**src/common/sbf_pkg.sv**
```systemverilog
// Package: constants, types and encodings of the shift, bit and flag execution unit
package sbf_pkg;

  // ----------------------------------------
  // Register map over AHB-Lite
  // ----------------------------------------
  localparam logic [7:0] SBF_CMD_OFS = 8'h00;
  localparam logic [7:0] SBF_WREG_OFS = 8'h04;
  localparam logic [7:0] SBF_STATUS_OFS = 8'h08;
  localparam logic [7:0] SBF_STATE_OFS = 8'h0C;

  // ----------------------------------------
  // Command word fields
  // ----------------------------------------
  localparam int SBF_OP_LSB = 0;
  localparam int SBF_SEL_LSB = 8;

  // ----------------------------------------
  // Status register bit positions
  // ----------------------------------------
  localparam int SBF_FLAG_C = 0;
  localparam int SBF_FLAG_Z = 1;
  localparam int SBF_FLAG_N = 2;
  localparam int SBF_FLAG_V = 3;
  localparam int SBF_FLAG_S = 4;
  localparam int SBF_FLAG_H = 5;
  localparam int SBF_FLAG_T = 6;
  localparam int SBF_FLAG_I = 7;

  // ----------------------------------------
  // Reset values and timing
  // ----------------------------------------
  localparam logic [7:0] SBF_WREG_RST = 8'h00;
  localparam logic [7:0] SBF_STATUS_RST = 8'h00;
  localparam int SBF_CYC_SINGLE = 1;
  localparam int SBF_CYC_SLEEP = 3;

  typedef enum logic [4:0] {
    SBF_OP_NOP = 5'h00,
    SBF_OP_SHIFT_LEFT_LOGICAL = 5'h01,
    SBF_OP_SHIFT_RIGHT_LOGICAL = 5'h02,
    SBF_OP_ROTATE_LEFT_CARRY = 5'h03,
    SBF_OP_ROTATE_RIGHT_CARRY = 5'h04,
    SBF_OP_SHIFT_RIGHT_ARITH = 5'h05,
    SBF_OP_NIBBLE_SWAP = 5'h06,
    SBF_OP_FLAG_SET_GENERIC = 5'h07,
    SBF_OP_FLAG_CLEAR_GENERIC = 5'h08,
    SBF_OP_BIT_TO_TRANSFER_FLAG = 5'h09,
    SBF_OP_TRANSFER_FLAG_TO_BIT = 5'h0A,
    SBF_OP_SIGN_FLAG_SET = 5'h0B,
    SBF_OP_SIGN_FLAG_CLEAR = 5'h0C,
    SBF_OP_OVERFLOW_FLAG_SET = 5'h0D,
    SBF_OP_OVERFLOW_FLAG_CLEAR = 5'h0E,
    SBF_OP_HALF_CARRY_SET = 5'h0F,
    SBF_OP_HALF_CARRY_CLEAR = 5'h10,
    SBF_OP_INTERRUPT_ENABLE_INSTR = 5'h11,
    SBF_OP_INTERRUPT_DISABLE_INSTR = 5'h12,
    SBF_OP_SLEEP = 5'h13,
    SBF_OP_WATCHDOG_RESTART_INSTR = 5'h14
  } sbf_op_t;

  // Decoded command carried from bus write to execution
  typedef struct packed {
    logic [2:0] sel;
    logic [4:0] op;
  } sbf_cmd_t;

  // AHB-Lite slave request bundle
  typedef struct packed {
    logic hsel;
    logic [31:0] haddr;
    logic [1:0] htrans;
    logic hwrite;
    logic [2:0] hsize;
    logic hready;
  } sbf_ahb_req_t;

endpackage

```
**src/rtl/sbf_exec_unit.sv**
```systemverilog
// Shift, rotate, bit-transfer and flag execution unit with AHB-Lite register access
`timescale 1ns/1ps
module sbf_exec_unit (
  // Clock and reset
  input wire logic hclk,
  input wire logic hresetn,
  // AHB-Lite slave
  input wire sbf_pkg::sbf_ahb_req_t ahb_req,
  input wire logic [31:0] hwdata,
  output logic [31:0] hrdata,
  output logic hreadyout,
  output logic hresp,
  // Execution events to neighbouring mechanisms
  output logic sleep_req,
  output logic watchdog_restart,
  output logic busy
);
  import sbf_pkg::*;

  // ----------------------------------------
  // Bus address phase capture
  // ----------------------------------------
  logic wr_pend_r;
  logic rd_pend_r;
  logic [7:0] addr_r;
  logic [7:0] wreg_r;
  logic [7:0] status_r;
  logic [1:0] sleep_cnt_r;
  logic sleep_req_r;
  logic wdr_r;
  logic [31:0] hrdata_r;

  wire addr_ok = ahb_req.hsel && ahb_req.hready && ahb_req.htrans[1];
  wire wr_cmd = wr_pend_r && (addr_r == SBF_CMD_OFS);
  wire wr_wreg = wr_pend_r && (addr_r == SBF_WREG_OFS);
  wire wr_stat = wr_pend_r && (addr_r == SBF_STATUS_OFS);
  // Sleep stalls the bus so no new command lands mid-sleep
  wire sleeping = (sleep_cnt_r != 2'd0);

  always_ff @(posedge hclk or negedge hresetn) begin
    if (!hresetn) begin
      wr_pend_r <= 1'b0;
      rd_pend_r <= 1'b0;
      addr_r <= 8'h00;
    end else if (hreadyout) begin
      wr_pend_r <= addr_ok && ahb_req.hwrite;
      rd_pend_r <= addr_ok && !ahb_req.hwrite;
      addr_r <= ahb_req.haddr[7:0];
    end
  end

  // ----------------------------------------
  // Command decode
  // ----------------------------------------
  sbf_cmd_t cmd;
  assign cmd.op = hwdata[SBF_OP_LSB +: 5];
  assign cmd.sel = hwdata[SBF_SEL_LSB +: 3];
  wire go = wr_cmd && hreadyout;
  wire [7:0] sel_mask = 8'h01 << cmd.sel;
  wire c_in = status_r[SBF_FLAG_C];
  wire t_in = status_r[SBF_FLAG_T];

  // ----------------------------------------
  // Shift datapath
  // ----------------------------------------
  logic [7:0] res;
  logic c_out;
  logic shift_op;
  logic [7:0] wreg_nxt;
  logic [7:0] status_nxt;

  always_comb begin
    res = wreg_r;
    c_out = c_in;
    shift_op = 1'b1;
    unique case (sbf_op_t'(cmd.op))
      SBF_OP_SHIFT_LEFT_LOGICAL: begin
        res = {wreg_r[6:0], 1'b0};
        c_out = wreg_r[7];
      end
      SBF_OP_SHIFT_RIGHT_LOGICAL: begin
        res = {1'b0, wreg_r[7:1]};
        c_out = wreg_r[0];
      end
      SBF_OP_ROTATE_LEFT_CARRY: begin
        res = {wreg_r[6:0], c_in};
        c_out = wreg_r[7];
      end
      SBF_OP_ROTATE_RIGHT_CARRY: begin
        res = {c_in, wreg_r[7:1]};
        c_out = wreg_r[0];
      end
      SBF_OP_SHIFT_RIGHT_ARITH: begin
        res = {wreg_r[7], wreg_r[7:1]};
        c_out = wreg_r[0];
      end
      default: shift_op = 1'b0;
    endcase
  end

  // ----------------------------------------
  // Next working register and flags
  // ----------------------------------------
  always_comb begin
    wreg_nxt = wreg_r;
    status_nxt = status_r;
    if (go) begin
      if (shift_op) begin
        wreg_nxt = res;
        status_nxt[SBF_FLAG_C] = c_out;
        status_nxt[SBF_FLAG_Z] = (res == 8'h00);
        status_nxt[SBF_FLAG_N] = res[7];
        status_nxt[SBF_FLAG_V] = res[7] ^ c_out;
      end else begin
        unique case (sbf_op_t'(cmd.op))
          SBF_OP_NIBBLE_SWAP: wreg_nxt = {wreg_r[3:0], wreg_r[7:4]};
          SBF_OP_FLAG_SET_GENERIC: status_nxt = status_r | sel_mask;
          SBF_OP_FLAG_CLEAR_GENERIC: status_nxt = status_r & ~sel_mask;
          SBF_OP_BIT_TO_TRANSFER_FLAG: status_nxt[SBF_FLAG_T] = wreg_r[cmd.sel];
          SBF_OP_TRANSFER_FLAG_TO_BIT: wreg_nxt[cmd.sel] = t_in;
          SBF_OP_SIGN_FLAG_SET: status_nxt[SBF_FLAG_S] = 1'b1;
          SBF_OP_SIGN_FLAG_CLEAR: status_nxt[SBF_FLAG_S] = 1'b0;
          SBF_OP_OVERFLOW_FLAG_SET: status_nxt[SBF_FLAG_V] = 1'b1;
          SBF_OP_OVERFLOW_FLAG_CLEAR: status_nxt[SBF_FLAG_V] = 1'b0;
          SBF_OP_HALF_CARRY_SET: status_nxt[SBF_FLAG_H] = 1'b1;
          SBF_OP_HALF_CARRY_CLEAR: status_nxt[SBF_FLAG_H] = 1'b0;
          SBF_OP_INTERRUPT_ENABLE_INSTR: status_nxt[SBF_FLAG_I] = 1'b1;
          SBF_OP_INTERRUPT_DISABLE_INSTR: status_nxt[SBF_FLAG_I] = 1'b0;
          default: ;
        endcase
      end
    end else if (wr_wreg && hreadyout) begin
      wreg_nxt = hwdata[7:0];
    end else if (wr_stat && hreadyout) begin
      status_nxt = hwdata[7:0];
    end
  end

  always_ff @(posedge hclk or negedge hresetn) begin
    if (!hresetn) begin
      wreg_r <= SBF_WREG_RST;
      status_r <= SBF_STATUS_RST;
    end else begin
      wreg_r <= wreg_nxt;
      status_r <= status_nxt;
    end
  end

  // ----------------------------------------
  // Multi-cycle sleep and watchdog pulse
  // ----------------------------------------
  wire go_sleep = go && (sbf_op_t'(cmd.op) == SBF_OP_SLEEP);
  wire go_wdr = go && (sbf_op_t'(cmd.op) == SBF_OP_WATCHDOG_RESTART_INSTR);
  localparam logic [1:0] SLEEP_EXTRA = 2'(SBF_CYC_SLEEP - SBF_CYC_SINGLE);

  always_ff @(posedge hclk or negedge hresetn) begin
    if (!hresetn) begin
      sleep_cnt_r <= 2'd0;
      sleep_req_r <= 1'b0;
      wdr_r <= 1'b0;
    end else begin
      if (go_sleep) begin
        sleep_cnt_r <= SLEEP_EXTRA;
      end else if (sleeping) begin
        sleep_cnt_r <= sleep_cnt_r - 2'd1;
      end
      sleep_req_r <= sleeping && (sleep_cnt_r == 2'd1);
      wdr_r <= go_wdr;
    end
  end

  // ----------------------------------------
  // Read data and bus answer
  // ----------------------------------------
  wire [31:0] rd_mux = (addr_r == SBF_WREG_OFS) ? {24'h000000, wreg_r} :
                       (addr_r == SBF_STATUS_OFS) ? {24'h000000, status_r} :
                       (addr_r == SBF_STATE_OFS) ? {30'h0, sleep_cnt_r} :
                       32'h00000000;

  always_ff @(posedge hclk or negedge hresetn) begin
    if (!hresetn) begin
      hrdata_r <= 32'h00000000;
    end else if (addr_ok && !ahb_req.hwrite && hreadyout) begin
      hrdata_r <= 32'h00000000;
    end
  end

  assign hrdata = rd_pend_r ? rd_mux : hrdata_r;
  assign hreadyout = !sleeping;
  assign hresp = 1'b0;
  assign sleep_req = sleep_req_r;
  assign watchdog_restart = wdr_r;
  assign busy = sleeping;

endmodule

```
**config.mk**
```make
export PLATFORM = sky130hd
export DESIGN_NAME = sbf_exec_unit
export DESIGN_NICKNAME = d
export VERILOG_FILES = /design/src/common/sbf_pkg.sv /design/src/rtl/sbf_exec_unit.sv
export SDC_FILE = /design/constraint.sdc
export NUM_CORES = 1
export LEC_CHECK = 0
export BUFFER_PORTS_ARGS = -buffer_cell sky130_fd_sc_hd__buf_2
export CORE_MARGIN = 10
export CORE_UTILIZATION = 50
export DETAILED_ROUTE_END_ITERATION = 8
export GPL_ROUTABILITY_DRIVEN = 1
export GPL_TIMING_DRIVEN = 0
export PLACE_DENSITY = 0.86
export SYNTH_ARGS = -nofsm -noshare
export SYNTH_HDL_FRONTEND = slang
export SYNTH_SLANG_ARGS = --single-unit
```
**constraint.sdc**
```tcl
create_clock -name hclk -period 2.47 [get_ports hclk]
set_input_delay 0.247 -clock hclk [delete_from_list [all_inputs] [get_ports hclk]]
set_output_delay 0.247 -clock hclk [all_outputs]
set_load 0.02 [all_outputs]
```
==> impl_metrics.json, run 1 <==
{
  "netlist_instances": 354,
  "status": "complete, but fails checks",
  "power_density_mw_per_mm2": 558,
  "ios": 111,
  "critPathKind": "flip-flop to flip-flop",
  "n_fill_cell": 517,
  "synth_most_common_cell": "dfrtp_1",
  "dpl_cell_area_mm2": 0.00328,
  "synth_commonest_cells": "30 x dfrtp_1, 28 x nor2_1, 26 x buf_4, 22 x clkbuf_1, 20 x o21ai_0",
  "finalCritPeriodShare": 0.965,
  "cts_hold_buf": 0,
  "dp_hpwl_um": 7120,
  "cp_slowest_cell": "or4_4",
  "routabilityCongestion": 1.00,
  "fin_nets": 495,
  "path_cells": "or4_4, buf_6, or4_4, buf_6, a21oi_1, a31oi_1, mux2_2",
  "cts.sinks": 30,
  "numCtsBuffers": 5,
  "reg2reg_slack_ns": 0.09,
  "vias_per_cell": 6.24,
  "yosysSeqAreaShare": 0.256,
  "yosysUniqueCellTypes": 70,
  "avgSynthCellArea_um2": 8.30,
  "grt_max_degree": 31,
  "ir_drop_uv": 491,
  "insertion_delay_ns": 0.29,
  "initial_core_util": 0.524,
  "hold_viol": 14,
  "whs_ns": -0.00338,
  "core_area_mm2": 0.00561,
  "area_delta_synth_final_pct": 16.7,
  "syn_area_mm2": 0.00294,
  "tightest_slew_ns": 1.09,
  "overflow": 0,
  "drcViolationCount": 0,
  "r2r_end": "wreg_r[1]",
  "drt_pre_antenna_iters": 5,
  "pre_cts_ws_ns": -0.373,
  "violations": "hold timing",
  "die_height_um": 96.6,
  "yosys_warnings": 0,
  "grt_pass1_wl_um": 15100,
  "fin_skew_ns": 0.00507,
  "antenna_cells": 0,
  "synth_seq_cells": 30,
  "start_kind": "flip-flop",
  "grt_pass1_vias": 2943,
  "synth_top_area_cell": "dfrtp_1",
  "seq_area_um2": 751,
  "die_x_um": 96.6,
  "drt_iter0_drc": 373,
  "layout_min_cycle_time_ns": 2.38,
  "drv_slew": 0,
  "synth_top_area_frac": 0.256,
  "grt_antenna_before_repair": 0,
  "drt_wl_total_um": 9470,
  "rr_worst_depth": 7,
  "final-setup-viol-count": 0,
  "crit_required_ns": 2.65,
  "rsz0062_at_grt": "no",
  "synth-async-reset-ratio": 1.00,
  "dieArea_mm2": 0.00934,
  "core.rowCount": 27,
  "maxCapViolations": 0,
  "ys.flop_type": "dfrtp_1",
  "finalInstanceArea_mm2": 0.00343,
  "arrival_ns": 2.56,
  "clock-root-buffer": "clkbuf_8",
  "tritoncts": "built",
  "final_layout_size_suffix_gt1_frac": 0.267,
  "slew_headroom": 0.272,
  "timing.critical_path.slowest_cell_delay_ns": 0.54,
  "r2r_start": "addr_r[1]",
  "multi_input_area_mm2": 0.00196,
  "cts_htree_levels": 2,
  "cp_max_fo": 10,
  "port-buffer-count": 33,
  "via_count": 3071,
  "p_leak_uw": 0.00146,
  "grt_usage": 0.188,
  "postRouteAntennaNets": 0,
  "synth_area_leaders": "dfrtp_1 26%, buf_4 6.6%, mux2_2 5.8%",
  "routedWlPerCell_um": 19.3,
  "timing.final.ws_setup_ns": 0.0859,
  "cts_buffer_depth": 2,
  "clk_pin_slew_worst_paths_ns": 0.07,
  "synth_edf_count": 0,
  "hold_path.class": "input pin to asynchronous set/reset pin",
  "cp-end-kind": "flip-flop",
  "max_freq_mhz": 419
}
[cell usage in the layout, fill, tap and decap left out, types with 12 or more instances in the layout]
cell,synthesis,layout
mux2_2,15,15
o21ai_0,20,20
conb_1,1,25
a22oi_1,13,13
buf_4,26,27
a21oi_1,18,18
buf_2,2,35
a31oi_1,12,12
clkbuf_1,22,21
nand2_1,15,14
nor2_1,28,27
inv_1,12,12
dfrtp_1,30,30
[per-layer routing]
metal / vias up / wire (um) / global-route usage / share of wire
met5: - / 0 / 0 / 0
met4: 0 / 267 / 0.0665 / 0.028
met3: 26 / 1000 / 0.0433 / 0.11
met2: 201 / 4330 / 0.306 / 0.46
met1: 1426 / 3870 / 0.237 / 0.41
li1: 1418 / - / - / -
[what timing repair did]
| action | CTS | global route |
|---|---|---|
| pin swaps | 1 | 0 |
| setup buffers | 1 | 0 |
| endpoints found under the setup margin | 17 | 19 |
| resized for setup | 4 | 7 |
[sequential cells by signal, indices dropped and copies added (netlist names), named ones only]
register          flops
addr_r                8
rd_pend_r             1
sleep_cnt_r           2
sleep_req             1
status_r              5
watchdog_restart      1
wr_pend_r             1
wreg_r                8
[power by group]
part	leakage (uW)	switching, uW	internal, uW	total [uW]
Combinational	0.00103	468	320	788
Sequential	0.000384	86.3	600	686
Clock	0.0000472	214	224	438
Total	0.00146	768	1140	1910
[metrics by stage]
stage | hold WS [ns] | power (uW) | util | std cells | setup TNS, ns
after CTS | 0.0212 | 1890 | 0.607 | 492 | 0
after global routing | 0.0697 | 2010 | 0.611 | 492 | 0
after global placement | 0.321 | 1390 | 0.585 | 483 | -1.94
after detailed placement | 0.332 | 1430 | 0.585 | 483 | -2.68
after floorplan | -0.0486 | 1230 | - | 378 | 0
final | -0.00338 | 1910 | 0.611 | 492 | 0
[cell families (layout without fill, tap and decap cells)]
group / Yosys count / in the layout / synth area share
AND/OR/NAND/NOR: 120 / 120 / 0.251
AO/OA/AOI/OAI: 110 / 110 / 0.253
buffers and inverters: 65 / 107 / 0.122
flip-flops: 30 / 30 / 0.256
multiplexers: 26 / 26 / 0.109
adder cells (fa/ha/maj): 2 / 2 / 0.00852
other: 1 / 25 / 0.00128
[critical path: cells and delay by family (launching register included)]
kind                   cells  cell delay, ns
and+or+nand+nor            2            1.04
DFF                        1            0.38
buffers and inverters      2            0.31
muxes                      1            0.28
AOI/OAI and AO/OA          2            0.26
[area by class of cell]
| cell class | count | area share |
|---|---|---|
| plain buffers | 53 | 0.0920 |
| repair buffers | 34 | 0.0504 |
| clock buffers | 6 | 0.0241 |
| inverters | 12 | 0.0131 |
| well taps | 72 | 0.0263 |
| flip-flops and latches | 30 | 0.219 |
| clock inverters | 2 | 0.00365 |
| multi-input cells | 283 | 0.571 |
[worst max path at each step]
stage / startpoint / to / cells past startpoint
finish: addr_r[1] / wreg_r[1] / 7
global route: addr_r[1] / wreg_r[1] / 7
CTS: addr_r[3] / hrdata[1] / 6
detailed placement: hwdata[0] / wreg_r[1] / 7
global placement: hwdata[0] / wreg_r[6] / 7
floorplan: sleep_cnt_r[0] / wreg_r[0] / 8
No activity file was read; power rests on OpenSTA's default activity.
==> inputs of run 2 (changes only) <==
--- a/config.mk
+++ b/config.mk
@@ -8,6 +8,7 @@
 export BUFFER_PORTS_ARGS = -buffer_cell sky130_fd_sc_hd__buf_2
 export CORE_MARGIN = 10
 export CORE_UTILIZATION = 50
+export CTS_CLUSTER_SIZE = 20
 export DETAILED_ROUTE_END_ITERATION = 8
 export GPL_ROUTABILITY_DRIVEN = 1
 export GPL_TIMING_DRIVEN = 0
==> constraint.sdc (replaced) <==
create_clock -name hclk -period 2.61 [get_ports hclk]
set_input_delay 0.261 -clock hclk [delete_from_list [all_inputs] [get_ports hclk]]
set_output_delay 0.261 -clock hclk [all_outputs]
set_load 0.02 [all_outputs]
==> impl_metrics.json, run 2 (synthesis results as in run 1) <==
{
  "cts_htree_levels": 2,
  "grt_pass1_vias": 2930,
  "grt_max_degree": 31,
  "final_common_cell": "buf_2",
  "instances_no_fill": 494,
  "whs_ns": 0.0136,
  "area_delta_synth_final_pct": 16.4,
  "dpl_cell_area_mm2": 0.00328,
  "arrival_ns": 2.62,
  "pwr-share-seq": 0.360,
  "pre_cts_ws_ns": -0.247,
  "drt_iter0_drc": 394,
  "cp_max_fo": 7,
  "tightest_slew_ns": 1.04,
  "hold_viol": 0,
  "tritoncts": "built",
  "cp_slowest_cell": "nor4_4",
  "slew_headroom": 0.304,
  "rr_worst_depth": 8,
  "fin_nets": 497,
  "core.rowCount": 27,
  "dp_hpwl_um": 7120,
  "timing.critical_path.slowest_cell_delay_ns": 0.43,
  "critPathKind": "flip-flop to flip-flop",
  "drt_wl_total_um": 9510,
  "rsz0062_at_grt": "no",
  "hold_path.class": "input pin to asynchronous set/reset pin",
  "insertion_delay_ns": 0.29,
  "final_util": 0.610,
  "layout_min_cycle_time_ns": 2.43,
  "grt_pass1_wl_um": 15000,
  "reg2reg_slack_ns": 0.18,
  "maxCapViolations": 0,
  "pwr-share-comb": 0.408,
  "die_x_um": 96.6,
  "r2r_start": "sleep_cnt_r[1]",
  "grt_antenna_before_repair": 0,
  "cts.sinks": 30,
  "postRouteAntennaNets": 0,
  "fin_skew_ns": 0.00439,
  "timing.final.ws_setup_ns": 0.177,
  "drcViolationCount": 0,
  "port-buffer-count": 33,
  "max_freq_mhz": 411,
  "netSwitchingFraction": 0.402,
  "cts_buffer_depth": 2,
  "path_cells": "inv_1, ha_1, nand4bb_2, nor4_4, and3_1, buf_4, a21oi_1, mux2_4",
  "routedWlPerCell_um": 19.3,
  "finalInstanceArea_mm2": 0.00342,
  "worstSetupStartpoint": "sleep_cnt_r[1]",
  "final_layout_size_suffix_gt1_frac": 0.263,
  "drt_pre_antenna_iters": 5,
  "routabilityCongestion": 1.00,
  "final-setup-viol-count": 0,
  "finalCritPeriodShare": 0.932,
  "clock-root-buffer": "clkbuf_8",
  "p_clk_frac": 0.232,
  "vias_per_cell": 6.26,
  "internal-power_uw": 1070,
  "antenna_cells": 0,
  "crit_required_ns": 2.79,
  "power_density_mw_per_mm2": 524,
  "overflow": 0,
  "dieArea_mm2": 0.00934,
  "cp-end-kind": "flip-flop",
  "final_cell_mix": "35 x buf_2, 30 x dfrtp_1, 29 x buf_4",
  "initial_core_util": 0.524,
  "crit_buf_inv": 2,
  "via_count": 3090,
  "numCtsBuffers": 5,
  "status": "complete, no violations",
  "grt_usage": 0.186,
  "reg.largest.list": "addr_r (8), wreg_r (8), status_r (5)",
  "die_height_um": 96.6,
  "crit_family": "simple AND/OR/NAND/NOR gates",
  "p_leak_uw": 0.00147,
  "switchingPower_uw": 721,
  "ir_drop_uv": 461,
  "ios": 111,
  "drv_slew": 0,
  "dp.cells": 483,
  "core_area_mm2": 0.00561,
  "start_kind": "flip-flop",
  "clk_pin_slew_worst_paths_ns": 0.07,
  "r2r_end": "wreg_r[6]"
}
run 2: timing repair:
action	CTS	global route
gates resized for setup	0	6
hold buffers	0	0
buffers inserted	0	3
endpoints found under the setup margin	0	23
run 2: power by group through the flow:
| stage | clock [uW] | combinational (uW) | sequential (uW) |
|---|---|---|---|
| global placement | 0 | 677 | 639 |
| detailed placement | 0 | 698 | 653 |
| floorplan | 0 | 532 | 634 |
| finish | 416 | 731 | 646 |
| CTS | 419 | 704 | 645 |
| global route | 434 | 794 | 658 |
run 2: area by class of cell:
cell class	instances	area, um2
sequential	30	751
clock inverter	2	12.5
clock buffer	6	82.6
inverter	12	45.0
timing repair buffer	36	188
multi-input combinational	283	1930
fill	519	2190
buffer	53	315
tap	72	90.1
run 2: per-stage QoR:
| step | power, uW | TNS [ns] |
|---|---|---|
| finish | 1790 | 0 |
| global route | 1890 | 0 |
| CTS | 1770 | 0 |
| detailed placement | 1350 | -1.64 |
| global placement | 1320 | -0.946 |
| floorplan | 1170 | 0 |
run 2: metal layers:
| metal | track usage | wire length, um |
|---|---|---|
| met1 | 0.236 | 3960 |
| met4 | 0.0654 | 249 |
| met2 | 0.304 | 4340 |
| met3 | 0.0397 | 951 |
| met5 | 0 | 0 |
run 2: worst max-delay path by stage:
stage / depth (start not counted) / endpoint / slack [ns]
after floorplan: 8 / wreg_r[0] / 0.33
after global placement: 7 / wreg_r[6] / -0.16
after detailed placement: 7 / wreg_r[1] / -0.25
after CTS: 8 / wreg_r[6] / 0.009
after global routing: 7 / status_r[4] / 0.006
final: 8 / wreg_r[6] / 0.18
